==> config.mk <==
export PLATFORM = sky130hd
export DESIGN_NAME = ftcc_top
export DESIGN_NICKNAME = d
export VERILOG_FILES = /design/src/ftcc_pkg.sv /design/src/ftcc_capture_trig.sv /design/src/ftcc_top.sv
export VERILOG_INCLUDE_DIRS = /design/src
export SDC_FILE = /design/constraint.sdc
export NUM_CORES = 1
export LEC_CHECK = 0
export ABC_AREA = 1
export ABC_CLOCK_PERIOD_IN_PS = 3260
export BUFFER_PORTS_ARGS = -buffer_cell sky130_fd_sc_hd__buf_2
export CORE_UTILIZATION = 59
export DETAILED_ROUTE_END_ITERATION = 10
export PLACE_DENSITY = 0.79
export SYNTH_ARGS = -nofsm -noshare
export SYNTH_HDL_FRONTEND = slang
export SYNTH_HIERARCHICAL = 1
export SYNTH_SLANG_ARGS = --single-unit
==> constraint.sdc <==
create_clock -name clock -period 3.26 [get_ports clock]
set_input_delay 0.326 -clock clock [delete_from_list [all_inputs] [get_ports clock]]
set_output_delay 0.326 -clock clock [all_outputs]
set_load 0.02 [all_outputs]
==> src/ftcc_defines.svh <==
/*
 * Offsets, field positions, reset values and divider figures of the
 * free-running timer with capture and compare.
 * Assumes inclusion by bare name from the checker, the timer top and the bench.
 */
`ifndef FTCC_DEFINES_SVH
`define FTCC_DEFINES_SVH

// ----------------------------------------------------------------------
// Register byte addresses on the CPU memory port
// ----------------------------------------------------------------------
`define FTCC_ADDR_MATCH_LO 16'hFF10
`define FTCC_ADDR_MATCH_HI 16'hFF11
`define FTCC_ADDR_COUNT_LO 16'hFF14
`define FTCC_ADDR_COUNT_HI 16'hFF15
`define FTCC_ADDR_SNAP_LO 16'hFF16
`define FTCC_ADDR_SNAP_HI 16'hFF17
`define FTCC_ADDR_MODE 16'hFF48

// ----------------------------------------------------------------------
// Mode register fields
// ----------------------------------------------------------------------
`define FTCC_MODE_OUT_DATA 7
`define FTCC_MODE_WRAP 6
`define FTCC_MODE_EDGE_HI 5
`define FTCC_MODE_EDGE_LO 4
`define FTCC_MODE_TOGGLE_EN 3
`define FTCC_MODE_DIV_HI 2
`define FTCC_MODE_DIV_LO 1
`define FTCC_MODE_OUT_EN 0

// ----------------------------------------------------------------------
// Reset values and counter maximum
// ----------------------------------------------------------------------
`define FTCC_RST_MATCH 16'hFFFF
`define FTCC_RST_COUNT 16'h0000
`define FTCC_RST_MODE 8'h00
`define FTCC_COUNT_MAX 16'hFFFF

// ----------------------------------------------------------------------
// Count clock prescaler: masks of the low prescaler bits for /4, /32, /128
// ----------------------------------------------------------------------
`define FTCC_PRE_W 7
`define FTCC_PRE_MASK_DIV4 7'h03
`define FTCC_PRE_MASK_DIV32 7'h1F
`define FTCC_PRE_MASK_DIV128 7'h7F

`endif

==> src/ftcc_pkg.sv <==
/*
 * Types shared by the timer modules.
 * Assumes ftcc_defines.svh holds the numeric constants.
 */
package ftcc_pkg;

    // Capture trigger selection
    typedef enum logic [1:0] {
        FTCC_EDGE_OFF = 2'h0,
        FTCC_EDGE_RISE = 2'h1,
        FTCC_EDGE_FALL = 2'h2,
        FTCC_EDGE_BOTH = 2'h3
    } ftcc_edge_t;

    // Count clock selection
    typedef enum logic [1:0] {
        FTCC_DIV_1 = 2'h0,
        FTCC_DIV_4 = 2'h1,
        FTCC_DIV_32 = 2'h2,
        FTCC_DIV_128 = 2'h3
    } ftcc_div_t;

endpackage

==> src/ftcc_capture_trig.sv <==
/*
 * Synchroniser and edge selector for the capture input pin.
 * Assumes the pin is asynchronous to clock; emits a one-cycle pulse.
 */
`timescale 1ns/1ns
module ftcc_capture_trig
(
    // Clock and reset
    input wire logic clock,
    input wire logic rst_n,
    // Pin and selection
    input wire logic trigger_in_pin,
    input wire ftcc_pkg::ftcc_edge_t edge_sel,
    // Result
    output logic capture_pulse
);
    import ftcc_pkg::*;

    logic sync_a;
    logic sync_b;
    logic sync_c;
    logic rise;
    logic fall;
    logic next_capture;

    // Two flops before any logic; third flop only for edge detection
    always_ff @(posedge clock or negedge rst_n)
    begin
        if (!rst_n)
        begin
            sync_a <= 1'b0;
            sync_b <= 1'b0;
            sync_c <= 1'b0;
            capture_pulse <= 1'b0;
        end
        else
        begin
            sync_a <= trigger_in_pin;
            sync_b <= sync_a;
            sync_c <= sync_b;
            capture_pulse <= next_capture;
        end
    end

    // Edge decode from the settled stages only
    assign rise = sync_b & ~sync_c;
    assign fall = ~sync_b & sync_c;
    assign next_capture = ((edge_sel == FTCC_EDGE_RISE) & rise)
                        | ((edge_sel == FTCC_EDGE_FALL) & fall)
                        | ((edge_sel == FTCC_EDGE_BOTH) & (rise | fall));

endmodule // ftcc_capture_trig

==> src/ftcc_top.sv <==
/*
 * Free-running 16-bit timer with one compare and one capture register,
 * a counter read buffer and a CPU memory port with byte and word access.
 * Assumes a single 25 MHz clock; interrupt masking lives in the CPU's
 * interrupt controller outside this block.
 */
// Summary of operation
// - 16-bit counter advances per count pulse; reset clears it, then counting resumes.
// - Counter equal to compare value raises the match interrupt request.
// - Compare accepts any 16-bit value; reset loads all ones.
// - Capture trigger latches the counter into the capture register, held till next.
// - Capture register is not reset; undefined until first capture.
// - Timer output can follow compare match events.
// - Compare, counter, capture accept 16-bit and 8-bit accesses.
// - A read buffer latches the counter for a consistent snapshot.
// - Counter is readable by word access and cannot be loaded by software.
// - Counter keeps counting during stabilisation; its value then is undefined.
// - Two-bit clock field selects main clock divided by 1, 4, 32 or 128.
// - Overflow sets a flag cleared only by reset or a software write.
// - With toggling enabled a match inverts the output pin; counting continues.
`timescale 1ns/1ns
`include "ftcc_defines.svh"
module ftcc_top
(
    // Clock and reset
    input wire logic clock,
    input wire logic rst_n,
    // CPU memory port
    input wire logic [15:0] bus_addr,
    input wire logic bus_wr,
    input wire logic bus_rd,
    input wire logic bus_word,
    input wire logic [15:0] bus_wdata,
    output logic [15:0] bus_rdata,
    output logic bus_rvalid,
    // Pins and events
    input wire logic trigger_in_pin,
    output logic toggle_out_pin,
    output logic toggle_out_oe,
    output logic match_irq
);
    import ftcc_pkg::*;

    // ------------------------------------------------------------------
    // State
    // ------------------------------------------------------------------
    logic [15:0] free_counter;
    logic [15:0] match_value_reg;
    logic [15:0] snapshot_reg;
    logic [15:0] read_buffer;
    logic [`FTCC_PRE_W-1:0] prescale;
    logic wrap_flag;
    logic toggle_enable;
    logic out_enable;
    logic out_data;
    ftcc_edge_t edge_sel;
    ftcc_div_t clk_div_sel;
    logic capture_pulse;
    // Mode reset image, sliced per field so each typed field gets a constant
    localparam logic [7:0] mode_reset = `FTCC_RST_MODE;

    // ------------------------------------------------------------------
    // Helpers
    // ------------------------------------------------------------------
    // Count pulse from the prescaler for a given divider choice
    function automatic logic div_tick(input ftcc_div_t sel,
                                      input logic [`FTCC_PRE_W-1:0] pre);
        logic t;
        t = 1'b1;
        case (sel)
            FTCC_DIV_1: t = 1'b1;
            FTCC_DIV_4: t = (pre & `FTCC_PRE_MASK_DIV4) == `FTCC_PRE_MASK_DIV4;
            FTCC_DIV_32: t = (pre & `FTCC_PRE_MASK_DIV32) == `FTCC_PRE_MASK_DIV32;
            FTCC_DIV_128: t = (pre & `FTCC_PRE_MASK_DIV128) == `FTCC_PRE_MASK_DIV128;
            default: t = 1'b1;
        endcase
        return t;
    endfunction

    // Address match ignoring the byte bit for word accesses
    function automatic logic hit(input logic [15:0] addr, input logic word,
                                 input logic [15:0] target);
        return word ? (addr[15:1] == target[15:1]) : (addr == target);
    endfunction

    // ------------------------------------------------------------------
    // Address decode
    // ------------------------------------------------------------------
    wire wr_match_lo = bus_wr & hit(bus_addr, bus_word, `FTCC_ADDR_MATCH_LO);
    wire wr_match_hi = bus_wr & (bus_word ? wr_match_lo : bus_addr == `FTCC_ADDR_MATCH_HI);
    wire wr_mode = bus_wr & ~bus_word & (bus_addr == `FTCC_ADDR_MODE);
    wire rd_count_lo = bus_rd & hit(bus_addr, bus_word, `FTCC_ADDR_COUNT_LO);
    wire rd_count_hi = bus_rd & ~bus_word & (bus_addr == `FTCC_ADDR_COUNT_HI);
    wire [7:0] wbyte = bus_word ? bus_wdata[15:8] : bus_wdata[7:0];

    // New compare value after this cycle's write, byte lanes merged
    wire [15:0] next_match = {wr_match_hi ? wbyte : match_value_reg[15:8],
                              wr_match_lo ? bus_wdata[7:0] : match_value_reg[7:0]};

    // ------------------------------------------------------------------
    // Counting and match
    // ------------------------------------------------------------------
    wire tick = div_tick(clk_div_sel, prescale);
    wire [15:0] next_count = tick ? free_counter + 16'h0001 : free_counter;
    wire overflow = tick & (free_counter == `FTCC_COUNT_MAX);
    // A match event fires on reaching the compare value, and also when a
    // rewrite lands on the current count; that is why software must mask first.
    wire match_event = (next_count == next_match)
                     & (tick | wr_match_lo | wr_match_hi);
    wire next_out = (toggle_enable & match_event) ? ~out_data : out_data;
    wire next_wrap = overflow | (wrap_flag & ~(wr_mode & ~bus_wdata[`FTCC_MODE_WRAP]));

    // Counter and prescaler; counter is not writable from the bus
    always_ff @(posedge clock or negedge rst_n)
    begin
        if (!rst_n)
        begin
            prescale <= '0;
            free_counter <= `FTCC_RST_COUNT;
        end
        else
        begin
            prescale <= prescale + 7'h01;
            free_counter <= next_count;
        end
    end

    // Compare register
    always_ff @(posedge clock or negedge rst_n)
    begin
        if (!rst_n)
            match_value_reg <= `FTCC_RST_MATCH;
        else
            match_value_reg <= next_match;
    end

    // Mode fields, overflow flag (set beats a clearing write) and output pin
    always_ff @(posedge clock or negedge rst_n)
    begin
        if (!rst_n)
        begin
            edge_sel <= ftcc_edge_t'(mode_reset[`FTCC_MODE_EDGE_HI:`FTCC_MODE_EDGE_LO]);
            toggle_enable <= mode_reset[`FTCC_MODE_TOGGLE_EN];
            clk_div_sel <= ftcc_div_t'(mode_reset[`FTCC_MODE_DIV_HI:`FTCC_MODE_DIV_LO]);
            out_enable <= mode_reset[`FTCC_MODE_OUT_EN];
            wrap_flag <= 1'b0;
            out_data <= 1'b0;
            toggle_out_pin <= 1'b0;
            toggle_out_oe <= 1'b0;
            match_irq <= 1'b0;
        end
        else
        begin
            if (wr_mode)
            begin
                edge_sel <= ftcc_edge_t'(bus_wdata[`FTCC_MODE_EDGE_HI:`FTCC_MODE_EDGE_LO]);
                toggle_enable <= bus_wdata[`FTCC_MODE_TOGGLE_EN];
                clk_div_sel <= ftcc_div_t'(bus_wdata[`FTCC_MODE_DIV_HI:`FTCC_MODE_DIV_LO]);
                out_enable <= bus_wdata[`FTCC_MODE_OUT_EN];
            end
            wrap_flag <= next_wrap;
            out_data <= next_out;
            toggle_out_pin <= next_out;
            toggle_out_oe <= wr_mode ? bus_wdata[`FTCC_MODE_OUT_EN] : out_enable;
            match_irq <= match_event;
        end
    end

    // ------------------------------------------------------------------
    // Capture
    // ------------------------------------------------------------------
    ftcc_capture_trig u_capture_trig
    (
        .clock(clock),
        .rst_n(rst_n),
        .trigger_in_pin(trigger_in_pin),
        .edge_sel(edge_sel),
        .capture_pulse(capture_pulse)
    );

    // No reset: content is meaningless until the first trigger
    always_ff @(posedge clock)
    begin
        if (capture_pulse)
            snapshot_reg <= free_counter;
    end

    // ------------------------------------------------------------------
    // Read path
    // ------------------------------------------------------------------
    // Read buffer freezes the whole count at the low-byte or word read,
    // so the later high-byte read cannot see a carry in between.
    always_ff @(posedge clock or negedge rst_n)
    begin
        if (!rst_n)
            read_buffer <= `FTCC_RST_COUNT;
        else if (rd_count_lo)
            read_buffer <= free_counter;
    end

    wire [7:0] mode_byte = {out_data, wrap_flag, edge_sel, toggle_enable, clk_div_sel, out_enable};
    wire [15:0] word_sel =
        hit(bus_addr, bus_word, `FTCC_ADDR_MATCH_LO) ? match_value_reg :
        hit(bus_addr, bus_word, `FTCC_ADDR_COUNT_LO) ? free_counter :
        hit(bus_addr, bus_word, `FTCC_ADDR_SNAP_LO) ? snapshot_reg : 16'h0000;
    // Byte reads: low bytes live, high byte of the counter from the buffer
    wire [7:0] byte_sel =
        (bus_addr == `FTCC_ADDR_MATCH_LO) ? match_value_reg[7:0] :
        (bus_addr == `FTCC_ADDR_MATCH_HI) ? match_value_reg[15:8] :
        (bus_addr == `FTCC_ADDR_COUNT_LO) ? free_counter[7:0] :
        rd_count_hi ? read_buffer[15:8] :
        (bus_addr == `FTCC_ADDR_SNAP_LO) ? snapshot_reg[7:0] :
        (bus_addr == `FTCC_ADDR_SNAP_HI) ? snapshot_reg[15:8] :
        (bus_addr == `FTCC_ADDR_MODE) ? mode_byte : 8'h00;
    wire [15:0] next_rdata = bus_word ? word_sel : {8'h00, byte_sel};

    // Registered read data, one cycle after the strobe
    always_ff @(posedge clock or negedge rst_n)
    begin
        if (!rst_n)
        begin
            bus_rdata <= 16'h0000;
            bus_rvalid <= 1'b0;
        end
        else
        begin
            bus_rdata <= bus_rd ? next_rdata : bus_rdata;
            bus_rvalid <= bus_rd;
        end
    end

    // Counting never pauses for stop-release stabilisation; count then is arbitrary.
    // Compare rewrite hazard is left to software masking.

endmodule // ftcc_top

==> flow_results.xml <==
<?xml version="1.0" encoding="UTF-8"?>
<metrics>
  <group name="pwr">
    <metric name="p_switching" unit="µW">950</metric>
    <metric name="power.sequential.fraction" unit="%">50.6</metric>
    <metric name="power_frac_clock" unit="%">28.1</metric>
    <metric name="cellPowerDensity" unit="nW/µm²">404</metric>
    <metric name="swShare" unit="%">35.6</metric>
    <metric name="power.ir.vdd_worst" unit="V">0.000315</metric>
    <metric name="leakagePower" unit="nW">3.27</metric>
    <metric name="power_share_of_the_combinational_group" unit="%">21.3</metric>
    <metric name="cell_internal_pwr" unit="mW">1.72</metric>
  </group>
  <group name="floorplanning">
    <metric name="overall_die_height" unit="µm">103</metric>
    <metric name="io_pins" unit="">58</metric>
    <metric name="total_die_area" unit="µm²">10700</metric>
    <metric name="die-width" unit="µm">103</metric>
    <metric name="floorplan.initialDensity" unit="%">61.3</metric>
    <metric name="row_count" unit="">36</metric>
    <metric name="core" unit="µm²">9860</metric>
  </group>
  <group name="placement">
    <metric name="numPortBuffers" unit="">57</metric>
    <metric name="post-place-cells" unit="">1019</metric>
    <metric name="place_worst_setup_slack" unit="ns">0.415</metric>
    <metric name="gpl.final_weighted_congestion" unit="">1.02</metric>
    <metric name="dp_hpwl" unit="µm">14200</metric>
  </group>
  <group name="clock_network">
    <metric name="cts_buffers" unit="">9</metric>
    <metric name="clock_insertion_delay_worst_skew" unit="ns">0.38</metric>
    <metric name="clk_pin_slew" unit="ns">0.10</metric>
    <metric name="cts-resized-gates" unit="">0</metric>
    <metric name="clock_sinks" unit="">93</metric>
    <metric name="post_cts_setup_repair_bufs" unit="">0</metric>
    <metric name="clock_tree_from_tritoncts" unit="">done</metric>
    <metric name="clock_tree.buffer_depth" unit="">2</metric>
    <metric name="h_tree_levels" unit="">3</metric>
    <metric name="root_buffer" unit="">sky130_fd_sc_hd__clkbuf_8</metric>
    <metric name="postCtsHoldBufs" unit="">0</metric>
  </group>
  <group name="global_route">
    <metric name="gr-usage-all-layers" unit="%">36.9</metric>
    <metric name="first_global_vias" unit="">5651</metric>
    <metric name="grt_max_degree" unit="">78</metric>
    <metric name="grt_overflow" unit="">0</metric>
    <metric name="antenna_found_initial" unit="">0</metric>
    <metric name="grt_first_pass_wirelength" unit="µm">28700</metric>
  </group>
  <group name="worst_hold_path">
    <metric name="min-delay-start" unit="">trigger_in_pin</metric>
    <metric name="worst_hold_path_type" unit="">input pin to register</metric>
  </group>
  <group name="routing">
    <metric name="final_routed_wirelength" unit="µm">18500</metric>
    <metric name="first_iter_violations" unit="">675</metric>
    <metric name="post-route-drc-count" unit="">0</metric>
    <metric name="routed_wire_length_per_instance" unit="µm">17.8</metric>
    <metric name="drt.antenna.violating_nets" unit="">0</metric>
    <metric name="drt_pass1_iterations" unit="">6</metric>
    <metric name="viasPerCell" unit="">6.01</metric>
    <metric name="via_count" unit="">6222</metric>
  </group>
  <group name="setup_path">
    <metric name="critical_path.reg2reg.endpoint" unit="">match_irq</metric>
    <metric name="critical_path_launch_point" unit="">prescale[0]</metric>
    <metric name="worst-r2r-setup-slack" unit="ns">0.29</metric>
    <metric name="critPathRequiredTime" unit="ns">3.57</metric>
    <metric name="worstSetupStartpointType" unit="">register</metric>
    <metric name="critical_path_endpoint" unit="">match_irq</metric>
    <metric name="timing.rr.start" unit="">prescale[0]</metric>
    <metric name="timing.reg2reg.worst_path_depth" unit="">13</metric>
    <metric name="criticalPathCategory" unit="">register to register</metric>
    <metric name="worstPathArrival" unit="ns">3.27</metric>
    <metric name="timing.critical_path.to_type" unit="">register</metric>
    <metric name="timing.critical_path.fanout_max" unit="">26</metric>
  </group>
  <group name="job">
    <metric name="max-cap-violations" unit="">0</metric>
  </group>
  <group name="logic_synthesis">
    <metric name="ys_types" unit="">43</metric>
    <metric name="async_flop_share" unit="%">82.8</metric>
    <metric name="proportion_of_netlist_area_held_by_the_largest_area_contributor" unit="%">25.2</metric>
    <metric name="yosys_warnings" unit="">6</metric>
    <metric name="synth_enable_flop_cells" unit="">16</metric>
    <metric name="synth_flop_cell" unit="">sky130_fd_sc_hd__dfrtp_1</metric>
    <metric name="syn-mean-instance-area" unit="µm²">7.17</metric>
    <metric name="synthesis.nets" unit="">887</metric>
    <metric name="postSynthCellCount" unit="">844</metric>
    <metric name="ys_ff_latch" unit="">93</metric>
    <metric name="synth-seq-area-share" unit="%">40.1</metric>
    <metric name="yosys.cell_count.top_type" unit="">sky130_fd_sc_hd__nand2_1</metric>
    <metric name="ys_top_cells_by_count" unit="">247 x sky130_fd_sc_hd__nand2_1, 108 x sky130_fd_sc_hd__inv_1, 89 x sky130_fd_sc_hd__nand3_1</metric>
    <metric name="synth.cell_area" unit="µm²">6050</metric>
    <metric name="synth.top_cells.by_area" unit="">sky130_fd_sc_hd__dfrtp_1 25%, sky130_fd_sc_hd__nand2_1 15%, sky130_fd_sc_hd__edfxtp_1 7.9%</metric>
    <metric name="netlist.top_cell.by_area" unit="">sky130_fd_sc_hd__dfrtp_1</metric>
  </group>
  <group name="timing">
    <metric name="hold-worst-slack" unit="ns">0.0489</metric>
    <metric name="final_critical_path_setup_slack" unit="ns">0.295</metric>
    <metric name="timing.final.max_slew_violations" unit="">0</metric>
    <metric name="min_period_over_period" unit="%">91.0</metric>
    <metric name="timing.clock.skew" unit="ns">0.00884</metric>
    <metric name="hold_viol" unit="">0</metric>
    <metric name="worst_case_headroom_to_the_max_slew_limit" unit="%">34.1</metric>
    <metric name="setup-tns-final" unit="ns">0</metric>
    <metric name="period_minus_slack" unit="ns">2.97</metric>
    <metric name="finalSetupViolCount" unit="">0</metric>
    <metric name="fmax" unit="MHz">337</metric>
    <metric name="rsz0062_at_grt" unit="">no</metric>
    <metric name="worst_pin_slew" unit="ns">0.988</metric>
  </group>
  <group name="final_layout">
    <metric name="fillCellCount" unit="">856</metric>
    <metric name="areaGrowthSynthToFinish" unit="%">9.16</metric>
    <metric name="multiInputGateArea" unit="µm²">3050</metric>
    <metric name="layout-drive-gt1-share" unit="%">15.0</metric>
    <metric name="sequential_cell_area" unit="µm²">2430</metric>
    <metric name="design.final.nets" unit="">940</metric>
    <metric name="final-instance-count-excl-fill" unit="">1035</metric>
    <metric name="antenna-diode-count" unit="">0</metric>
    <metric name="finish.utilization" unit="%">66.9</metric>
  </group>
  <group name="outcome">
    <metric name="run_status" unit="">completed</metric>
  </group>
</metrics>
critical path, stage by stage (launching register included):
cell,delay (ns)
sky130_fd_sc_hd__dfrtp_1,0.41
sky130_fd_sc_hd__ha_1,0.27
sky130_fd_sc_hd__nand2_1,0.13
sky130_fd_sc_hd__nor2_4,0.05
sky130_fd_sc_hd__ha_1,0.19
sky130_fd_sc_hd__nand3_1,0.24
sky130_fd_sc_hd__nand3_4,0.30
sky130_fd_sc_hd__o21ai_0,0.44
sky130_fd_sc_hd__inv_1,0.07
sky130_fd_sc_hd__nand3_1,0.12
sky130_fd_sc_hd__nand2_1,0.09
sky130_fd_sc_hd__nor4_1,0.32
sky130_fd_sc_hd__nand3_1,0.13
sky130_fd_sc_hd__nor2_1,0.14
power groups by stage:
stage	sequential, mW	combinational, mW	clock [mW]
final	1.35	0.569	0.750
after detailed placement	1.37	0.551	0
after global placement	1.37	0.544	0
after floorplan	1.34	0.376	0
after global routing	1.36	0.637	0.793
after CTS	1.34	0.555	0.750
cell type report:
cell class,instances,area share [%]
clock inverter,6,0.796
sequential,93,36.8
inverter,118,6.71
timing repair buffer,63,5.04
clock buffer,10,1.93
tap,133,2.52
multi-input combinational,612,46.2
logic make-up (layout without fill, tap and decap cells):
family | after synthesis | in the layout | share of synthesized area (%)
and+or+nand+nor | 486 | 486 | 36.0
buffers and inverters | 139 | 197 | 9.39
AOI/OAI and AO/OA | 107 | 107 | 11.4
xor gates and xnor gates | 14 | 14 | 2.03
DFF | 93 | 93 | 40.1
adders and majority gates | 5 | 5 | 1.03
placed cells by master (no fill, tap or decap), types with 2 or more instances in the layout:
| cell | Yosys | final |
|---|---|---|
| sky130_fd_sc_hd__nand2_1 | 247 | 247 |
| sky130_fd_sc_hd__inv_1 | 108 | 108 |
| sky130_fd_sc_hd__nand3_1 | 89 | 89 |
| sky130_fd_sc_hd__nor2_1 | 80 | 80 |
| sky130_fd_sc_hd__dfrtp_1 | 61 | 61 |
| sky130_fd_sc_hd__buf_2 | 7 | 56 |
| sky130_fd_sc_hd__a21oi_1 | 34 | 34 |
| sky130_fd_sc_hd__o21ai_0 | 28 | 28 |
| sky130_fd_sc_hd__nand4_1 | 26 | 26 |
| sky130_fd_sc_hd__dfstp_2 | 16 | 16 |
| sky130_fd_sc_hd__edfxtp_1 | 16 | 16 |
| sky130_fd_sc_hd__xor2_1 | 12 | 12 |
| sky130_fd_sc_hd__o221ai_1 | 10 | 10 |
| sky130_fd_sc_hd__inv_2 | 9 | 9 |
| sky130_fd_sc_hd__nand2_2 | 9 | 9 |
| sky130_fd_sc_hd__clkbuf_8 | 0 | 9 |
| sky130_fd_sc_hd__nor3_1 | 8 | 8 |
| sky130_fd_sc_hd__nor4_1 | 8 | 8 |
| sky130_fd_sc_hd__o211ai_1 | 8 | 8 |
| sky130_fd_sc_hd__buf_4 | 2 | 7 |
| sky130_fd_sc_hd__nor2_2 | 5 | 5 |
| sky130_fd_sc_hd__nand3_2 | 5 | 5 |
| sky130_fd_sc_hd__a221oi_1 | 5 | 5 |
| sky130_fd_sc_hd__ha_1 | 5 | 5 |
| sky130_fd_sc_hd__nor2_4 | 4 | 4 |
| sky130_fd_sc_hd__o21ai_1 | 4 | 4 |
| sky130_fd_sc_hd__o31ai_1 | 4 | 4 |
| sky130_fd_sc_hd__a22o_1 | 4 | 4 |
| sky130_fd_sc_hd__o2111ai_1 | 3 | 3 |
| sky130_fd_sc_hd__xnor2_1 | 2 | 2 |
| sky130_fd_sc_hd__nand2_4 | 2 | 2 |
| sky130_fd_sc_hd__o21a_1 | 2 | 2 |
| sky130_fd_sc_hd__inv_4 | 0 | 2 |
| sky130_fd_sc_hd__inv_8 | 0 | 2 |
stage by stage:
step           area, µm²  total power, mW
4_1_cts             6600             2.65
6_report            6600             2.67
5_1_grt             6600             2.79
3_5_place_dp        6420             1.92
3_3_place_gp        6420             1.91
2_1_floorplan       6050             1.71
worst min-delay path by stage:
stage | endpoint | slack [ns] | depth (start not counted)
2_1_floorplan | bus_rdata[0] | 0.03 | 0
3_3_place_gp | u_capture_trig/sync_b | 0.33 | 0
3_5_place_dp | u_capture_trig/sync_b | 0.34 | 0
4_1_cts | u_capture_trig/sync_a | 0.04 | 1
5_1_grt | u_capture_trig/sync_a | 0.03 | 1
6_report | u_capture_trig/sync_a | 0.05 | 1
routing by layer:
layer  vias up  part of all wire (%)  track usage, %
li1       2881                     -               -
met1      2885                    42            48.3
met2       372                    45            59.6
met3        84                   8.5            6.05
met4         0                   4.7            18.6
met5         -                     0               0
(Power assumes the default switching activity.)
